[src/logic/intx_map_pkg.sv]
// package for the legacy interrupt mapper: message codes, structs, constants
// assumes nothing beyond a SystemVerilog compiler
package intx_map_pkg;

  // number of virtual interrupt wires (INTA..INTD)
  localparam int NUM_WIRES = 4;

  // message code layout: bit 2 = deassert, bits 1:0 = wire letter
  localparam int MSG_W        = 3;
  localparam int MSG_DEASSERT = 2;

  // wire index of INTA, used by internal requests
  localparam logic [1:0] WIRE_INTA = 2'h0;

  // MSI enable position in config dword F0h
  localparam logic [11:0] MSI_CFG_OFFSET = 12'hF0;
  localparam int          MSI_EN_BIT     = 16;

  // MSI address is full 64 bits
  localparam int MSI_ADDR_W = 64;
  localparam int MSI_DATA_W = 16;

  // reset values
  localparam logic [3:0] WIRES_RST = 4'h0;

  // received or sent interrupt message
  typedef struct packed {
    logic             valid;
    logic [MSG_W-1:0] code;
  } intx_msg_t;

  // MSI write request
  typedef struct packed {
    logic                  valid;
    logic [MSI_ADDR_W-1:0] addr;
    logic [MSI_DATA_W-1:0] data;
  } msi_req_t;

  // MSI capability settings from configuration space
  typedef struct packed {
    logic                  enable;
    logic [MSI_ADDR_W-1:0] addr;
    logic [MSI_DATA_W-1:0] data;
  } msi_cfg_t;

endpackage

[src/logic/bridge_intx_msi_mapper.sv]
// Function
// - MSI enable disables pins, but forward-mode PCI pin messages still go upstream alongside MSI.
// - MSI writes carry a full 64-bit address.
// - reverse mode maps received messages to pins, or MSI when enabled.
// - forward mode converts PCI pins into upstream messages.
// - eight message types: assert and deassert for INTA..INTD.
// - reverse mode: message letter drives same pin letter.
// - forward mode: pin letter reported with same message letter.
// - internal requests appear as INTA pin/message, or MSI.
//
// top of the bridge legacy interrupt mapper; runs on the bridge core clock
// assumes all inputs synchronous to CLK, message sink accepts when MSG_READY
`timescale 1ns/1ps
module bridge_intx_msi_mapper
  import intx_map_pkg::*;
(
  input  wire logic                   CLK,
  input  wire logic                   RSTN,
  input  wire logic                   CE,
  input  wire logic                   REVERSE_MODE,
  input  wire intx_map_pkg::msi_cfg_t MSI_CFG,
  input  wire logic [3:0]             PCI_INT_N_IN,
  input  wire logic                   INTERNAL_IRQ,
  input  wire intx_map_pkg::intx_msg_t RX_MSG,
  input  wire logic                   MSG_READY,
  input  wire logic                   MSI_READY,
  output intx_map_pkg::intx_msg_t     TX_MSG,
  output logic [3:0]                  PCI_INT_N_OUT,
  output logic [3:0]                  PCI_INT_OE,
  output intx_map_pkg::msi_req_t      MSI_REQ
);
  import intx_map_pkg::*;

  // tracked levels and last reported levels
  logic [3:0] rx_level_ff;
  logic [3:0] reported_ff;
  logic [3:0] nxt_rx_level;
  logic [3:0] msg_level;
  logic [3:0] pin_level;
  logic       irq_to_msg;
  logic       chg_hit;
  logic [1:0] chg_idx;
  logic       msi_pend_ff;
  logic       any_active_ff;
  logic       msg_busy;
  logic       msi_busy;

  // decode a message code into its wire and direction
  function automatic logic is_deassert(input logic [MSG_W-1:0] c);
    return c[MSG_DEASSERT];
  endfunction

  function automatic logic [1:0] wire_of(input logic [MSG_W-1:0] c);
    return c[1:0];
  endfunction

  // virtual wire levels from received messages (reverse mode)
  always_comb begin
    nxt_rx_level = rx_level_ff;
    if (RX_MSG.valid) begin
      nxt_rx_level[wire_of(RX_MSG.code)] = ~is_deassert(RX_MSG.code);
    end
  end

  always_ff @(posedge CLK or negedge RSTN) begin
    if (!RSTN) begin
      rx_level_ff <= WIRES_RST;
    end else if (CE && REVERSE_MODE) begin
      rx_level_ff <= nxt_rx_level;
    end
  end

  // message side: PCI pins in forward mode (active low); in reverse mode only
  // the internal request travels upstream, as INTA messages, while MSI is off
  // pin side: received wires in reverse mode; in forward mode only the
  // internal request, shown on INTA or carried by MSI
  always_comb begin
    irq_to_msg = REVERSE_MODE && !MSI_CFG.enable;
    msg_level  = REVERSE_MODE ? WIRES_RST : ~PCI_INT_N_IN;
    pin_level  = REVERSE_MODE ? rx_level_ff : WIRES_RST;
    msg_level[WIRE_INTA] = msg_level[WIRE_INTA] | (INTERNAL_IRQ && irq_to_msg);
    pin_level[WIRE_INTA] = pin_level[WIRE_INTA] | (INTERNAL_IRQ && !irq_to_msg);
  end

  intx_edge_picker #(
    .N (NUM_WIRES)
  ) u_picker (
    .level    (msg_level),
    .reported (reported_ff),
    .hit      (chg_hit),
    .idx      (chg_idx)
  );

  assign msg_busy = TX_MSG.valid && !MSG_READY;
  assign msi_busy = MSI_REQ.valid && !MSI_READY;

  // messages out: one per level change, held until accepted
  always_ff @(posedge CLK or negedge RSTN) begin
    if (!RSTN) begin
      TX_MSG      <= '0;
      reported_ff <= WIRES_RST;
    end else if (CE) begin
      if (!msg_busy) begin
        TX_MSG.valid <= 1'b0;
        if (chg_hit) begin
          TX_MSG.valid <= 1'b1;
          TX_MSG.code  <= {~msg_level[chg_idx], chg_idx};
          reported_ff[chg_idx] <= msg_level[chg_idx];
        end
      end
    end
  end

  // interrupt pins: open-drain, pulled low only while MSI is off
  always_ff @(posedge CLK or negedge RSTN) begin
    if (!RSTN) begin
      PCI_INT_N_OUT <= WIRES_RST;
      PCI_INT_OE    <= WIRES_RST;
    end else if (CE) begin
      PCI_INT_N_OUT <= WIRES_RST;
      PCI_INT_OE    <= MSI_CFG.enable ? WIRES_RST : pin_level;
    end
  end

  // MSI: one write per rising summary level while MSI enabled, in either mode
  always_ff @(posedge CLK or negedge RSTN) begin
    if (!RSTN) begin
      MSI_REQ       <= '0;
      msi_pend_ff   <= 1'b0;
      any_active_ff <= 1'b0;
    end else if (CE) begin
      any_active_ff <= |pin_level;
      if (MSI_CFG.enable && (|pin_level) && !any_active_ff) begin
        msi_pend_ff <= 1'b1;
      end else if (!msi_busy && msi_pend_ff) begin
        msi_pend_ff <= 1'b0;
      end
      if (!msi_busy) begin
        MSI_REQ.valid <= msi_pend_ff;
        MSI_REQ.addr  <= MSI_CFG.addr;
        MSI_REQ.data  <= MSI_CFG.data;
      end
    end
  end

  // pins never driven while MSI enabled
  a_pins_off_msi: assert property (@(posedge CLK) disable iff (!RSTN)
    (CE && MSI_CFG.enable) |=> (PCI_INT_OE == 4'h0))
    else $error("pin driven while msi enabled");

  // pending MSI goes out next cycle, carrying the full address
  a_msi_addr_full: assert property (@(posedge CLK) disable iff (!RSTN)
    (CE && !msi_busy && msi_pend_ff) |=> (MSI_REQ.valid && MSI_REQ.addr == $past(MSI_CFG.addr)))
    else $error("msi address not full width");

  // reverse mode pin follows same-letter virtual wire
  a_rev_map: assert property (@(posedge CLK) disable iff (!RSTN)
    (CE && REVERSE_MODE && !MSI_CFG.enable) |=> (PCI_INT_OE == $past(rx_level_ff)))
    else $error("reverse pin mapping wrong");

  // received assert raises its wire next cycle
  a_rx_assert: assert property (@(posedge CLK) disable iff (!RSTN)
    (CE && REVERSE_MODE && RX_MSG.valid) |=>
      (rx_level_ff[$past(RX_MSG.code[1:0])] == !$past(RX_MSG.code[MSG_DEASSERT])))
    else $error("received message not applied");

  // forward message letter and direction match the changed pin
  a_fwd_letter: assert property (@(posedge CLK) disable iff (!RSTN)
    (CE && !REVERSE_MODE && !msg_busy && chg_hit) |=>
      (TX_MSG.valid && TX_MSG.code[1:0] == $past(chg_idx)
       && TX_MSG.code[MSG_DEASSERT] == !$past(msg_level[chg_idx])))
    else $error("forward message letter wrong");

  // no message while levels steady
  a_no_repeat: assert property (@(posedge CLK) disable iff (!RSTN)
    (CE && !msg_busy && !chg_hit) |=> !TX_MSG.valid)
    else $error("message sent without change");

  // held message stays stable until accepted
  a_msg_hold: assert property (@(posedge CLK) disable iff (!RSTN)
    (CE && msg_busy) |=> (TX_MSG == $past(TX_MSG)))
    else $error("message changed while stalled");

  // internal request shows on the INTA pin in forward mode
  a_internal_inta: assert property (@(posedge CLK) disable iff (!RSTN)
    (CE && INTERNAL_IRQ && !REVERSE_MODE && !MSI_CFG.enable) |=> PCI_INT_OE[WIRE_INTA])
    else $error("internal request not on inta pin");

  // internal request in reverse mode goes out as an INTA assert message
  a_int_rev_msg: assert property (@(posedge CLK) disable iff (!RSTN)
    (CE && irq_to_msg && INTERNAL_IRQ && !reported_ff[WIRE_INTA] && !msg_busy) |=>
      (TX_MSG.valid && TX_MSG.code == {1'b0, WIRE_INTA}))
    else $error("internal request not sent as inta message");

  // message direction matches the level now tracked for its letter
  a_msg_dir_track: assert property (@(posedge CLK) disable iff (!RSTN)
    TX_MSG.valid |-> (TX_MSG.code[MSG_DEASSERT] == !reported_ff[TX_MSG.code[1:0]]))
    else $error("message direction does not match tracked level");

  // received messages leave the virtual wires alone in forward mode
  a_rx_ignored_fwd: assert property (@(posedge CLK) disable iff (!RSTN)
    (CE && !REVERSE_MODE) |=> $stable(rx_level_ff))
    else $error("received message applied in forward mode");

  // no MSI write is raised while MSI is off and nothing is pending
  a_msi_off_idle: assert property (@(posedge CLK) disable iff (!RSTN)
    (CE && !MSI_CFG.enable && !msi_pend_ff && !MSI_REQ.valid) |=> !MSI_REQ.valid)
    else $error("msi raised while disabled");

  // a stalled MSI write keeps its full address and data
  a_msi_hold: assert property (@(posedge CLK) disable iff (!RSTN)
    (CE && msi_busy) |=> $stable(MSI_REQ))
    else $error("msi changed while stalled");

  // clock enable low freezes every output
  a_ce_freeze: assert property (@(posedge CLK) disable iff (!RSTN)
    !CE |=> ($stable(TX_MSG) && $stable(PCI_INT_OE) && $stable(MSI_REQ)))
    else $error("output moved while clock enable low");

endmodule

[src/logic/intx_edge_picker.sv]
// priority picker: finds the lowest-numbered wire whose level differs
// from the level last reported; purely combinational, level fed unregistered from the inputs
`timescale 1ns/1ps
module intx_edge_picker
  import intx_map_pkg::*;
#(
  parameter int N = NUM_WIRES
) (
  input  wire logic [N-1:0] level,
  input  wire logic [N-1:0] reported,
  output logic              hit,
  output logic [1:0]        idx
);

  // pick the first changed wire
  always_comb begin
    hit = 1'b0;
    idx = 2'h0;
    for (int i = N - 1; i >= 0; i--) begin
      if (level[i] != reported[i]) begin
        hit = 1'b1;
        idx = 2'(i);
      end
    end
  end

endmodule

[config.mk]
export PLATFORM = sky130hd
export DESIGN_NAME = bridge_intx_msi_mapper
export DESIGN_NICKNAME = d
export VERILOG_FILES = /design/src/logic/intx_map_pkg.sv /design/src/logic/bridge_intx_msi_mapper.sv /design/src/logic/intx_edge_picker.sv
export SDC_FILE = /design/constraint.sdc
export NUM_CORES = 1
export LEC_CHECK = 0
export BUFFER_PORTS_ARGS = -buffer_cell sky130_fd_sc_hd__buf_2
export CAP_MARGIN = 20
export CORE_MARGIN = 1
export CORE_UTILIZATION = 40
export DETAILED_ROUTE_END_ITERATION = 16
export PLACE_DENSITY = 0.7
export SLEW_MARGIN = 20
export SYNTH_ARGS = -nofsm -noshare
export SYNTH_HDL_FRONTEND = slang
export SYNTH_HIERARCHICAL = 1
export SYNTH_SLANG_ARGS = --single-unit
[constraint.sdc]
create_clock -name CLK -period 3.5 [get_ports CLK]
set_input_delay 0.525 -clock CLK [delete_from_list [all_inputs] [get_ports CLK]]
set_output_delay 0.525 -clock CLK [all_outputs]
set_load 0.01 [all_outputs]
### Word level (Yosys, flattened, before mapping)

Index checks and enable logic that the tools add are counted.

| storage, ports and cells | value |
|---|---|
| bits of input ports | 96 |
| register bits | 99 |

| cells by class | value |
|---|---|
| bitwise gates (word level) | 7 |
| reductions and logical operators | 24 |
| mux-type cells | 22 |
| order comparisons | 4 |
| equal/unequal tests | 4 |

Operator list:

| kind | number |
|---|---|
| $mux 4 | 4 |
| $logic_and 1x1->1 | 11 |
| $mux 1 | 9 |
| $bwmux 4 | 2 |
| $mux 2 | 4 |
| $reduce_and 2->1 | 4 |
| $logic_not 1->1 | 6 |
| $lt 2x3->1 const B | 2 |
| $demux 1 s2 | 2 |
| $ge 2x1->1 const B | 2 |
| $ne 1x1->1 | 4 |
| $not 1->1 | 4 |
| $not 4->4 | 1 |
| $reduce_or 4->1 | 1 |
| $reduce_and 3->1 | 1 |
| $bmux 1 s2 | 1 |
| $or 1x1->1 | 2 |
| $reduce_bool 2->1 | 1 |

### Logic depth before layout (Yosys ltp)

Gate-level depths: netlist of run 1.

| logic depth | value |
|---|---|
| depth in word-level cells | 12 |
| gate-level depth with buffers | 9 |
| depth with buffers taken out | 8 |

### By module

Netlist of run 1, hierarchy kept.

Modules (own cells, without submodules):

| module | instances | area each (sq um) | cells an instance | sequential area each (sq um) |
|---|---|---|---|---|
| bridge_intx_msi_mapper | 1 | 3957.5 | 258 | 2477.4 |
| intx_edge_picker | 1 | 70.1 | 10 | 0.0 |

### Least setup slack after synthesis of run 1

Ideal clock, no wire load.

| timing | value |
|---|---|
| path kind | input port to flip-flop |
| start | input port REVERSE_MODE |
| end | register reported_ff[3] |
| data arrival time | 2.254 ns |
| setup slack | 1.121 ns |
| cell stages on the path | 8 |
| library setup time | 0.125 ns |
| cell sequence | buf_2 or2_2 nand2_1 xor2_1 nor3_2 inv_1 nor4b_1 mux2_2 |

| on the way | value |
|---|---|
| elaborated cells on any way between the ends | 25 |
| those cells by class | order compare: 2; eq/ne: 4; mux: 14; bitwise: 1; reduce/logical: 4 |

RTL lines:

| what | line | RTL |
|---|---|---|
| start, declared | bridge_intx_msi_mapper.sv:20 | `input wire logic REVERSE_MODE,` |
| $logic_and 1x1->1 | bridge_intx_msi_mapper.sv:78 | `irq_to_msg = REVERSE_MODE && !MSI_CFG.enable;` |
| $logic_and 1x1->1 | bridge_intx_msi_mapper.sv:81 | `msg_level[WIRE_INTA] = msg_level[WIRE_INTA] \| (INTERNAL_IRQ && irq_to_msg);` |
| $or 1x1->1 * | bridge_intx_msi_mapper.sv:81 |  |
| via msg_level[0] | bridge_intx_msi_mapper.sv:38 | `logic [3:0] msg_level;` |
| $ne 1x1->1 * | intx_edge_picker.sv:20 | `if (level[i] != reported[i]) begin` |
| $mux 2 * | intx_edge_picker.sv:20 |  |
| via chg_idx[1] | bridge_intx_msi_mapper.sv:42 | `logic [1:0] chg_idx;` |
| $lt 2x3->1 (implied by the code) / $ge 2x1->1 (equally long branches) | bridge_intx_msi_mapper.sv:108 | `reported_ff[chg_idx] <= msg_level[chg_idx];` |
| $logic_and 1x1->1 (implied by the code) | bridge_intx_msi_mapper.sv:108 |  |
| $mux 1 (implied by the code) | bridge_intx_msi_mapper.sv:108 |  |
| $demux 1 s2 | bridge_intx_msi_mapper.sv:108 |  |
| $bwmux 4 * | bridge_intx_msi_mapper.sv:108 |  |
| end signal, assigned by index | bridge_intx_msi_mapper.sv:108 |  |
| end, declared | bridge_intx_msi_mapper.sv:36 | `logic [3:0] reported_ff;` |

Mark *: on every way through the listed nets, which the timed path passes. The rest lies on a longest branch. The select of a mux whose other input is x is not followed.
A chain may end at the register's enable or synchronous reset.

### Final worst setup path of run 1

| timing | value |
|---|---|
| start | input port REVERSE_MODE |
| end | register reported_ff[2] |

| on the way | value |
|---|---|
| elaborated cells on any way between the ends | 25 |
| those cells by class | order compare: 2; eq/ne: 4; mux: 14; bitwise: 1; reduce/logical: 4 |

RTL lines:

| what | line | RTL |
|---|---|---|
| $mux 4 * | bridge_intx_msi_mapper.sv:79 | `msg_level = REVERSE_MODE ? WIRES_RST : ~PCI_INT_N_IN;` |
| via msg_level[1] | bridge_intx_msi_mapper.sv:38 |  |
| $ne 1x1->1 * | intx_edge_picker.sv:20 |  |
| $mux 2 * (2 in series) | intx_edge_picker.sv:20 |  |
| via chg_idx[0] | bridge_intx_msi_mapper.sv:42 |  |
| $lt 2x3->1 (implied by the code) / $ge 2x1->1 (equally long branches) | bridge_intx_msi_mapper.sv:108 |  |
| $logic_and 1x1->1 (implied by the code) | bridge_intx_msi_mapper.sv:108 |  |
| $mux 1 (implied by the code) | bridge_intx_msi_mapper.sv:108 |  |
| $demux 1 s2 | bridge_intx_msi_mapper.sv:108 |  |
| $bwmux 4 * | bridge_intx_msi_mapper.sv:108 |  |

Marked as above.

==> impl_metrics.toml, run 1 <==
[outcome]
outcome = "finished clean"

[synth]
synth_area_leaders = "dfrtp_1 62%, mux2_2 22%, mux2_1 2.0%, buf_4 1.5%, buf_6 1.4%"
ys.warnings.count = 6
syn_area_um2 = 4030
ys_seq_area_share_pct = 61.5
ys_types = 39
ys.flop_type = "dfrtp_1"
async_flop_share_pct = 100
yosys.area.top_type = "dfrtp_1"
ys_seq_elements = 99
syn_area_per_cell_um2 = 15.0
synth_edf_count = 0
synth_top_area_share_pct = 61.5
synth_cells = 268

[setup_path]
worstSetupStartpointType = "input port"
path_max_fanout = 12
crit_arrival_ns = 2.59
slowest_delay_ns = 0.48
criticalPathCategory = "input port to register"
path_cells = "buf_2 > nor2_1 > xor2_1 > a21oi_1 > nor2_1 > nor2b_1 > a2111oi_4 > mux2_2"
cp.required_ns = 3.79
cpMostUsedCell = "nor2_1"
cp-end-kind = "register"
crit_slowest_cell = "nor2_1"

[clock_network]
clock_latency_ns = 0.35
clkTransAtPathRegs_ns = 0.10
cts_made_buffers = 9
post-cts-setup-buffer-count = 0
cts_tree = "done"
htreeDepth = 3
cts_sinks = 99
cts_root_buf = "clkbuf_8"
cts.repair.resized = 0
ctsHoldBuffers = 0
clock_path_buffers = 2

[layout]
drive_gt1_share_pct = 62.5
nets = 548
area_delta_synth_final_pct = 29.5
final_cell_mix = "183 x buf_2, 99 x dfrtp_1, 80 x mux2_2"
n_antenna_cell = 0
final_common_cell = "buf_2"

[global_route]
grtUsageTotal_pct = 16.2
grt_pass1_vias = 2722
grt_max_degree = 89
antenna_found_initial = 0
grt_overflow = 0
grt_pass1_wl_mm = 13.0

[detailed_routing]
ant_nets = 0
route.detailed.drc = 0
post_drt_wl_per_cell_um = 14.0
drtIter0Drc = 88
drt_wl_total_mm = 8.23
vias_per_cell = 4.69
dr.pass1.iters = 6
detailroute.via_count = 2764

[sta]
rsz0062_at_grt = "false"
period_share_pct = 65.6
clock-skew-final_ns = 0.0121
worst_slack_ns = 1.20
setup_violations = 0
slew-limit-headroom_pct = 47.1
min_period_ns = 2.30
worstMarginPinSlew_ns = 0.793
final_hold_viol_count = 0
slew_violations = 0
fmax_ghz = 0.435
fin_setup_tns_ns = 0

[pwr]
switching_share_pct = 29.2
p_int_mw = 1.99
combPwrFrac_pct = 24.6
ir_worst_vdd_v = 0.000255
seqPwrFrac_pct = 50.2
p_per_area_nw_per_um2 = 539
p_leak_nw = 2.50
pwr-share-clk_pct = 25.3
p_sw_mw = 0.820

[floorplan]
fp.dieW_um = 102
dieArea_um2 = 10500
ios = 189
row_count = 36
start_util_pct = 41.2
core_area_um2 = 9770
dieHeight_um = 102

[place]
post-place-ws_ns = 0.865
dpl.hpwl_mm = 6.01
gp_congestion = 0.791
port-buffer-count = 184

[min_path]
hold_path_class = "input port to async pin"

[run]
maxCapViolations = 0
[path summary, 6_finish.rpt]
path | end | cells past startpoint | from | slack (ns)
max in group asynchronous | MSI_REQ[4]$_DFFE_PN0P_ | 2 | RSTN | 2.56
setup / recovery | reported_ff[2]$_DFFE_PN0P_ | 8 | REVERSE_MODE | 1.20
hold / removal | PCI_INT_OE[2]$_DFFE_PN0P_ | 1 | RSTN | 0.20
setup reg to reg | reported_ff[2]$_DFFE_PN0P_ | 6 | reported_ff[1]$_DFFE_PN0P_ | 1.43
min in group CLK | MSI_REQ[79]$_DFFE_PN0P_ | 2 | MSI_CFG[79] | 0.38
hold reg to reg | msi_pend_ff$_DFFE_PN0P_ | 1 | msi_pend_ff$_DFFE_PN0P_ | 0.49
[area by class of cell]
class | instances | area, µm²
Inverter | 7 | 26.3
Timing Repair Buffer | 186 | 955
Clock inverter | 4 | 52.6
Sequential cell | 99 | 2480
Fill cell | 892 | 4560
Tap cell | 133 | 166
Clock buffer | 11 | 131
Multi-Input combinational cell | 149 | 1410
[power groups by stage]
stage	clock network [mW]	logic [mW]	registers, mW
final	0.709	0.690	1.41
after global routing	0.783	0.758	1.44
after CTS	0.736	0.701	1.41
after detailed placement	0	0.701	1.43
after global placement	0	0.682	1.42
after floorplan	0	0.356	1.50
[kinds of logic (layout without fill, tap and decap cells)]
logic type,Yosys count,after routing,synth area share [%]
xor gates and xnor gates,4,4,0.870
DFF,99,99,61.5
buffers and inverters,23,208,3.88
AOI/OAI and AO/OA,25,25,5.19
and+or+nand+nor,29,29,4.13
other,1,4,0.0931
muxes,87,87,24.3
[stage by stage]
stage          area [µm²]  util, %  hold slack, ns  std cells  total power, mW
2_1_floorplan        4040        -           0.229        271             1.85
3_3_place_gp         5030     51.4           0.472        574             2.10
3_5_place_dp         5030     51.4           0.476        574             2.13
4_1_cts              5210     53.3           0.361        589             2.85
5_1_grt              5210     53.3           0.262        589             2.98
6_report             5210     53.3           0.196        589             2.81
[critical path: cells and delay by family]
family	cells	cell delay [ns]
xor+xnor	1	0.29
compound gates	2	0.48
mux	1	0.22
buf+inv	1	0.18
simple gates	3	0.89
[Yosys cell counts, drive strengths merged, types with 3 or more instances]
cell / count
buf: 14
xor2: 3
o31ai: 5
mux2: 87
dfrtp: 99
nor2b: 3
inv: 7
o22ai: 4
nor2: 7
nand2: 7
o21ai: 4
[state kept, by name, summed over array words and instances, names as in the netlist]
register	count
msi_pend_ff	1
MSI_REQ	81
rx_level_ff	4
TX_MSG	4
any_active_ff	1
PCI_INT_OE	4
reported_ff	4
[layer usage]
metal	part of all wire [%]	track usage [%]
met3	6.5	5.27
met2	52	27.8
met4	0.80	5.93
met1	41	18.9
met5	0	0
(Power assumes the default switching activity.)
==> run 2, diff against run 1 <==
clock period = 2.3 ns   (was 3.5 ns; I/O delays follow)
==> impl_metrics.toml, run 2 (synthesis gave the netlist of run 1 again) <==
[setup_path]
worstSetupStartpointType = "input port"
criticalPathCategory = "input port to register"
reg2reg_depth = 5
regToRegSetupSlack_ns = 0.31
cp.required_ns = 2.54
cp-end-kind = "register"
r2r-end = "reported_ff[1]$_DFFE_PN0P_"
reg2reg_from = "reported_ff[1]$_DFFE_PN0P_"
crit_arrival_ns = 2.27
path_max_fanout = 7

[clock_network]
post-cts-setup-buffer-count = 0
cts_tree = "done"
clock_path_buffers = 2
cts_made_buffers = 9
ctsHoldBuffers = 0
clkTransAtPathRegs_ns = 0.09
cts.repair.resized = 0
cts_sinks = 99
clock_latency_ns = 0.35
htreeDepth = 3
cts_root_buf = "clkbuf_8"

[pwr]
p_sw_mw = 1.27
ir_worst_vdd_v = 0.000402
p_int_mw = 3.29
p_per_area_nw_per_um2 = 853
finalPower_mw = 4.56
switching_share_pct = 27.9
seqPwrFrac_pct = 47.0
pwr-share-clk_pct = 28.6
combPwrFrac_pct = 24.4
p_leak_nw = 2.59

[floorplan]
ios = 189
row_count = 36
fp.dieW_um = 102
dieHeight_um = 102
dieArea_um2 = 10500
start_util_pct = 41.2
core_area_um2 = 9770

[sta]
period_share_pct = 88.3
final_hold_viol_count = 0
slew_violations = 0
min_period_ns = 2.03
slew-limit-headroom_pct = 42.7
fmax_ghz = 0.492
worstMarginPinSlew_ns = 0.856
clock-skew-final_ns = 0.00439
setup_violations = 0
holdWs_ns = 0.00882
rsz0062_at_grt = "false"
worst_slack_ns = 0.269
fin_setup_tns_ns = 0

[place]
post-place-ws_ns = 0.0160
dp_cells = 582
gp_congestion = 0.827
port-buffer-count = 184
dpl.hpwl_mm = 6.38
place_area_um2 = 5110

[layout]
fin_util_pct = 54.7
nets = 556
drive_gt1_share_pct = 63.7
largest_register = "MSI_REQ"
fillers = 869
largest_reg_flops = 81
n_antenna_cell = 0
area_delta_synth_final_pct = 32.9
final_cell_mix = "183 x buf_2, 99 x dfrtp_1, 80 x mux2_2"
fin_cells = 598
fin_area_um2 = 5350
final_common_cell = "buf_2"

[global_route]
grtUsageTotal_pct = 16.8
grt_overflow = 0
antenna_found_initial = 0
grt_max_degree = 54
grt_pass1_wl_mm = 13.4
grt_pass1_vias = 2834

[min_path]
hold_path_class = "input port to async pin"

[detailed_routing]
drtIter0Drc = 34
dr.pass1.iters = 4
post_drt_wl_per_cell_um = 14.2
drt_wl_total_mm = 8.47
detailroute.via_count = 2838
route.detailed.drc = 0
ant_nets = 0
vias_per_cell = 4.75

[run]
maxCapViolations = 0

[outcome]
outcome = "finished clean"
[run 2: area by class of cell]
class                           instances  area, µm²  share of cell area, %
Multi-Input combinational cell        149       1410                   26.3
Clock buffer                            9        124                   2.31
Inverter                                7       26.3                  0.491
Sequential cell                        99       2480                   46.3
Tap cell                              133        166                   3.11
Clock inverter                          7        116                   2.17
Timing Repair Buffer                  194       1040                   19.4
[run 2: power groups by stage]
stage	combinational (mW)	sequential, mW	clock (mW)
2_1_floorplan	0.542	2.28	0
3_3_place_gp	1.09	2.16	0
3_5_place_dp	1.13	2.18	0
4_1_cts	1.13	2.15	1.35
5_1_grt	1.23	2.19	1.43
6_report	1.11	2.14	1.31
[run 2: worst max-delay path by stage]
stage | startpoint | to
floorplan | REVERSE_MODE | reported_ff[3]$_DFFE_PN0P_
global placement | REVERSE_MODE | reported_ff[1]$_DFFE_PN0P_
detailed placement | REVERSE_MODE | reported_ff[1]$_DFFE_PN0P_
CTS | REVERSE_MODE | reported_ff[1]$_DFFE_PN0P_
global route | reported_ff[1]$_DFFE_PN0P_ | reported_ff[1]$_DFFE_PN0P_
finish | REVERSE_MODE | reported_ff[1]$_DFFE_PN0P_
[run 2: layer usage]
layer	global-route usage, %	vias to the layer above	wire (µm)
met4	8.02	0	141
li1	-	1327	-
met1	19.3	1396	3370
met3	4.72	12	581
met5	0	-	0
met2	28.9	103	4380
[run 2: worst max-delay path, stage by stage]
cell and delay, ns:
buf_2 0.12, or2_2 0.31, nand2_1 0.10, xor2_1 0.30, nor2_1 0.09, nand2_1 0.14, nand2_4 0.09, nor4b_1 0.41
mux2_2 0.38
==> run 3, diff against run 2 <==
ABC_AREA = 1   (was not set)
==> impl_metrics.toml, run 3 <==
[detailed_routing]
route.detailed.drc = 0
post_drt_wl_per_cell_um = 11.3
ant_nets = 0
detailroute.via_count = 3468
vias_per_cell = 4.36
dr.pass1.iters = 4
drt_wl_total_mm = 9.01
drtIter0Drc = 223

[sta]
period_share_pct = 72.1
min_period_ns = 1.66
holdWs_ns = 0.215
slew-limit-headroom_pct = 61.3
worstMarginPinSlew_ns = 0.580
rsz0062_at_grt = "false"
fin_setup_tns_ns = 0
setup_violations = 0
fmax_ghz = 0.603
clock-skew-final_ns = 0.00600
final_hold_viol_count = 0
slew_violations = 0

[clock_network]
cts_root_buf = "clkbuf_8"
ctsHoldBuffers = 1
htreeDepth = 3
clock_path_buffers = 2
cts_sinks = 99
cts_made_buffers = 9
clkTransAtPathRegs_ns = 0.09
clock_latency_ns = 0.34
cts_tree = "done"
cts.repair.resized = 0
post-cts-setup-buffer-count = 0

[layout]
nets = 755
n_antenna_cell = 0
final_common_cell = "buf_2"
fin_cells = 795
largest_register = "MSI_REQ"
final_cell_mix = "183 x buf_2, 134 x nand2_1, 99 x dfrtp_1"
largest_reg_flops = 81
fillers = 928
area_delta_synth_final_pct = 28.9
fin_area_um2 = 5370
drive_gt1_share_pct = 31.3

[place]
dp_cells = 780
dpl.hpwl_mm = 6.68
port-buffer-count = 184
gp_congestion = 0.821
place_area_um2 = 5170

[pwr]
ir_worst_vdd_v = 0.000413
p_leak_nw = 3.13
finalPower_mw = 4.69
p_per_area_nw_per_um2 = 873

[setup_path]
crit_arrival_ns = 1.90
path_max_fanout = 7
cp-end-kind = "register"
cp.required_ns = 2.54
slowest_delay_ns = 0.44
cpMostUsedCell = "nand2_1"
path_cells = "xnor2_2 > nand2_1 > nor2_1 > inv_1 > nand3_1 > nand3_1 > nand2_1 > nand2_1"
worstSetupStartpointType = "register"
crit_slowest_cell = "dfrtp_1"
criticalPathCategory = "register to register"

[synth]
syn_area_um2 = 4170
ys_seq_elements = 99
yosys.area.top_type = "dfrtp_1"
ys_seq_area_share_pct = 59.4
synth_edf_count = 0
synth_common_cells = "134 x nand2_1, 99 x dfrtp_1, 97 x inv_1"
synth_area_leaders = "dfrtp_1 59%, nand2_1 12%, o21ai_0 8.8%, inv_1 8.7%, o21ai_1 2.5%"
async_flop_share_pct = 100
synth_cells = 478
syn_area_per_cell_um2 = 8.72
synth_top_area_share_pct = 59.4
ys_types = 21
synth.most_common_cell = "nand2_1"
ys.warnings.count = 6
ys.flop_type = "dfrtp_1"

[global_route]
grt_pass1_vias = 3374
grt_max_degree = 92
grt_overflow = 0
grt_pass1_wl_mm = 15.7
grtUsageTotal_pct = 17.9
antenna_found_initial = 0

[outcome]
outcome = "finished clean"

[run]
maxCapViolations = 0

[floorplan]
row_count = 36
ios = 189
start_util_pct = 41.9
dieArea_um2 = 10800
dieHeight_um = 104
core_area_um2 = 9950
fp.dieW_um = 104

[min_path]
hold_path_class = "input port to register"
==> run 3: logic make-up (layout without fill, tap and decap cells) <==
group / count (synthesis) / in the layout / share of synthesized area (%)
other: 1 / 4 / 0.0899
buffers and inverters: 121 / 302 / 12.8
AO/OA/AOI/OAI: 99 / 99 / 12.3
XOR/XNOR: 2 / 2 / 0.780
AND/OR/NAND/NOR: 156 / 156 / 14.6
flip-flops: 99 / 99 / 59.4
==> run 3: through the flow <==
stage          setup slack [ns]  util, %
2_1_floorplan             0.483        -
4_1_cts                   0.655     54.0
3_3_place_gp              0.469     51.9
5_1_grt                   0.443     54.0
6_report                  0.641     54.0
3_5_place_dp              0.316     51.9
==> run 3: power by group <==
group	switching [mW]	internal [mW]	leakage, nW
sequential	0.200	2.08	1.22
clock	0.542	0.601	0.0992
combinational	0.756	0.512	1.81
==> run 3: final timing paths <==
path / startpoint / endpoint / slack (ns) / depth (start not counted)
worst min register to register: MSI_REQ[4]$_DFFE_PN0P_ / MSI_REQ[4]$_DFFE_PN0P_ / 0.48 / 2
max in group asynchronous: RSTN / MSI_REQ[4]$_DFFE_PN0P_ / 1.18 / 3
worst min-delay path: RX_MSG[2] / rx_level_ff[2]$_DFFE_PN0P_ / 0.21 / 2
worst max-delay path: reported_ff[1]$_DFFE_PN0P_ / reported_ff[1]$_DFFE_PN0P_ / 0.64 / 8
worst max register to register: reported_ff[1]$_DFFE_PN0P_ / reported_ff[1]$_DFFE_PN0P_ / 0.64 / 8
min in group asynchronous: RSTN / MSI_REQ[52]$_DFFE_PN0P_ / 0.50 / 2
==> run 3: metal layers <==
layer / routed length (µm) / GRT usage, % / share of wire (%)
met3: 534 / 3.45 / 5.9
met4: 122 / 7.24 / 1.4
met2: 4080 / 28.5 / 45
met1: 4270 / 24.0 / 47
met5: 0 / 0 / 0
==> run 3: area by class of cell <==
| type | count | area [µm²] | share of cell area (%) |
|---|---|---|---|
| clock inverter | 3 | 65.1 | 1.21 |
| timing repair buffer | 190 | 996 | 18.5 |
| inverter | 98 | 368 | 6.85 |
| tap | 133 | 166 | 3.10 |
| sequential | 99 | 2480 | 46.1 |
| multi-input combinational | 261 | 1170 | 21.8 |
| clock buffer | 11 | 131 | 2.44 |
==> run 3: critical path, delay by kind of cell (launching register included) <==
kind	cells	cell delay (ns)
xor gates and xnor gates	1	0.20
buffers and inverters	1	0.13
and+or+nand+nor	6	0.78
DFF	1	0.44
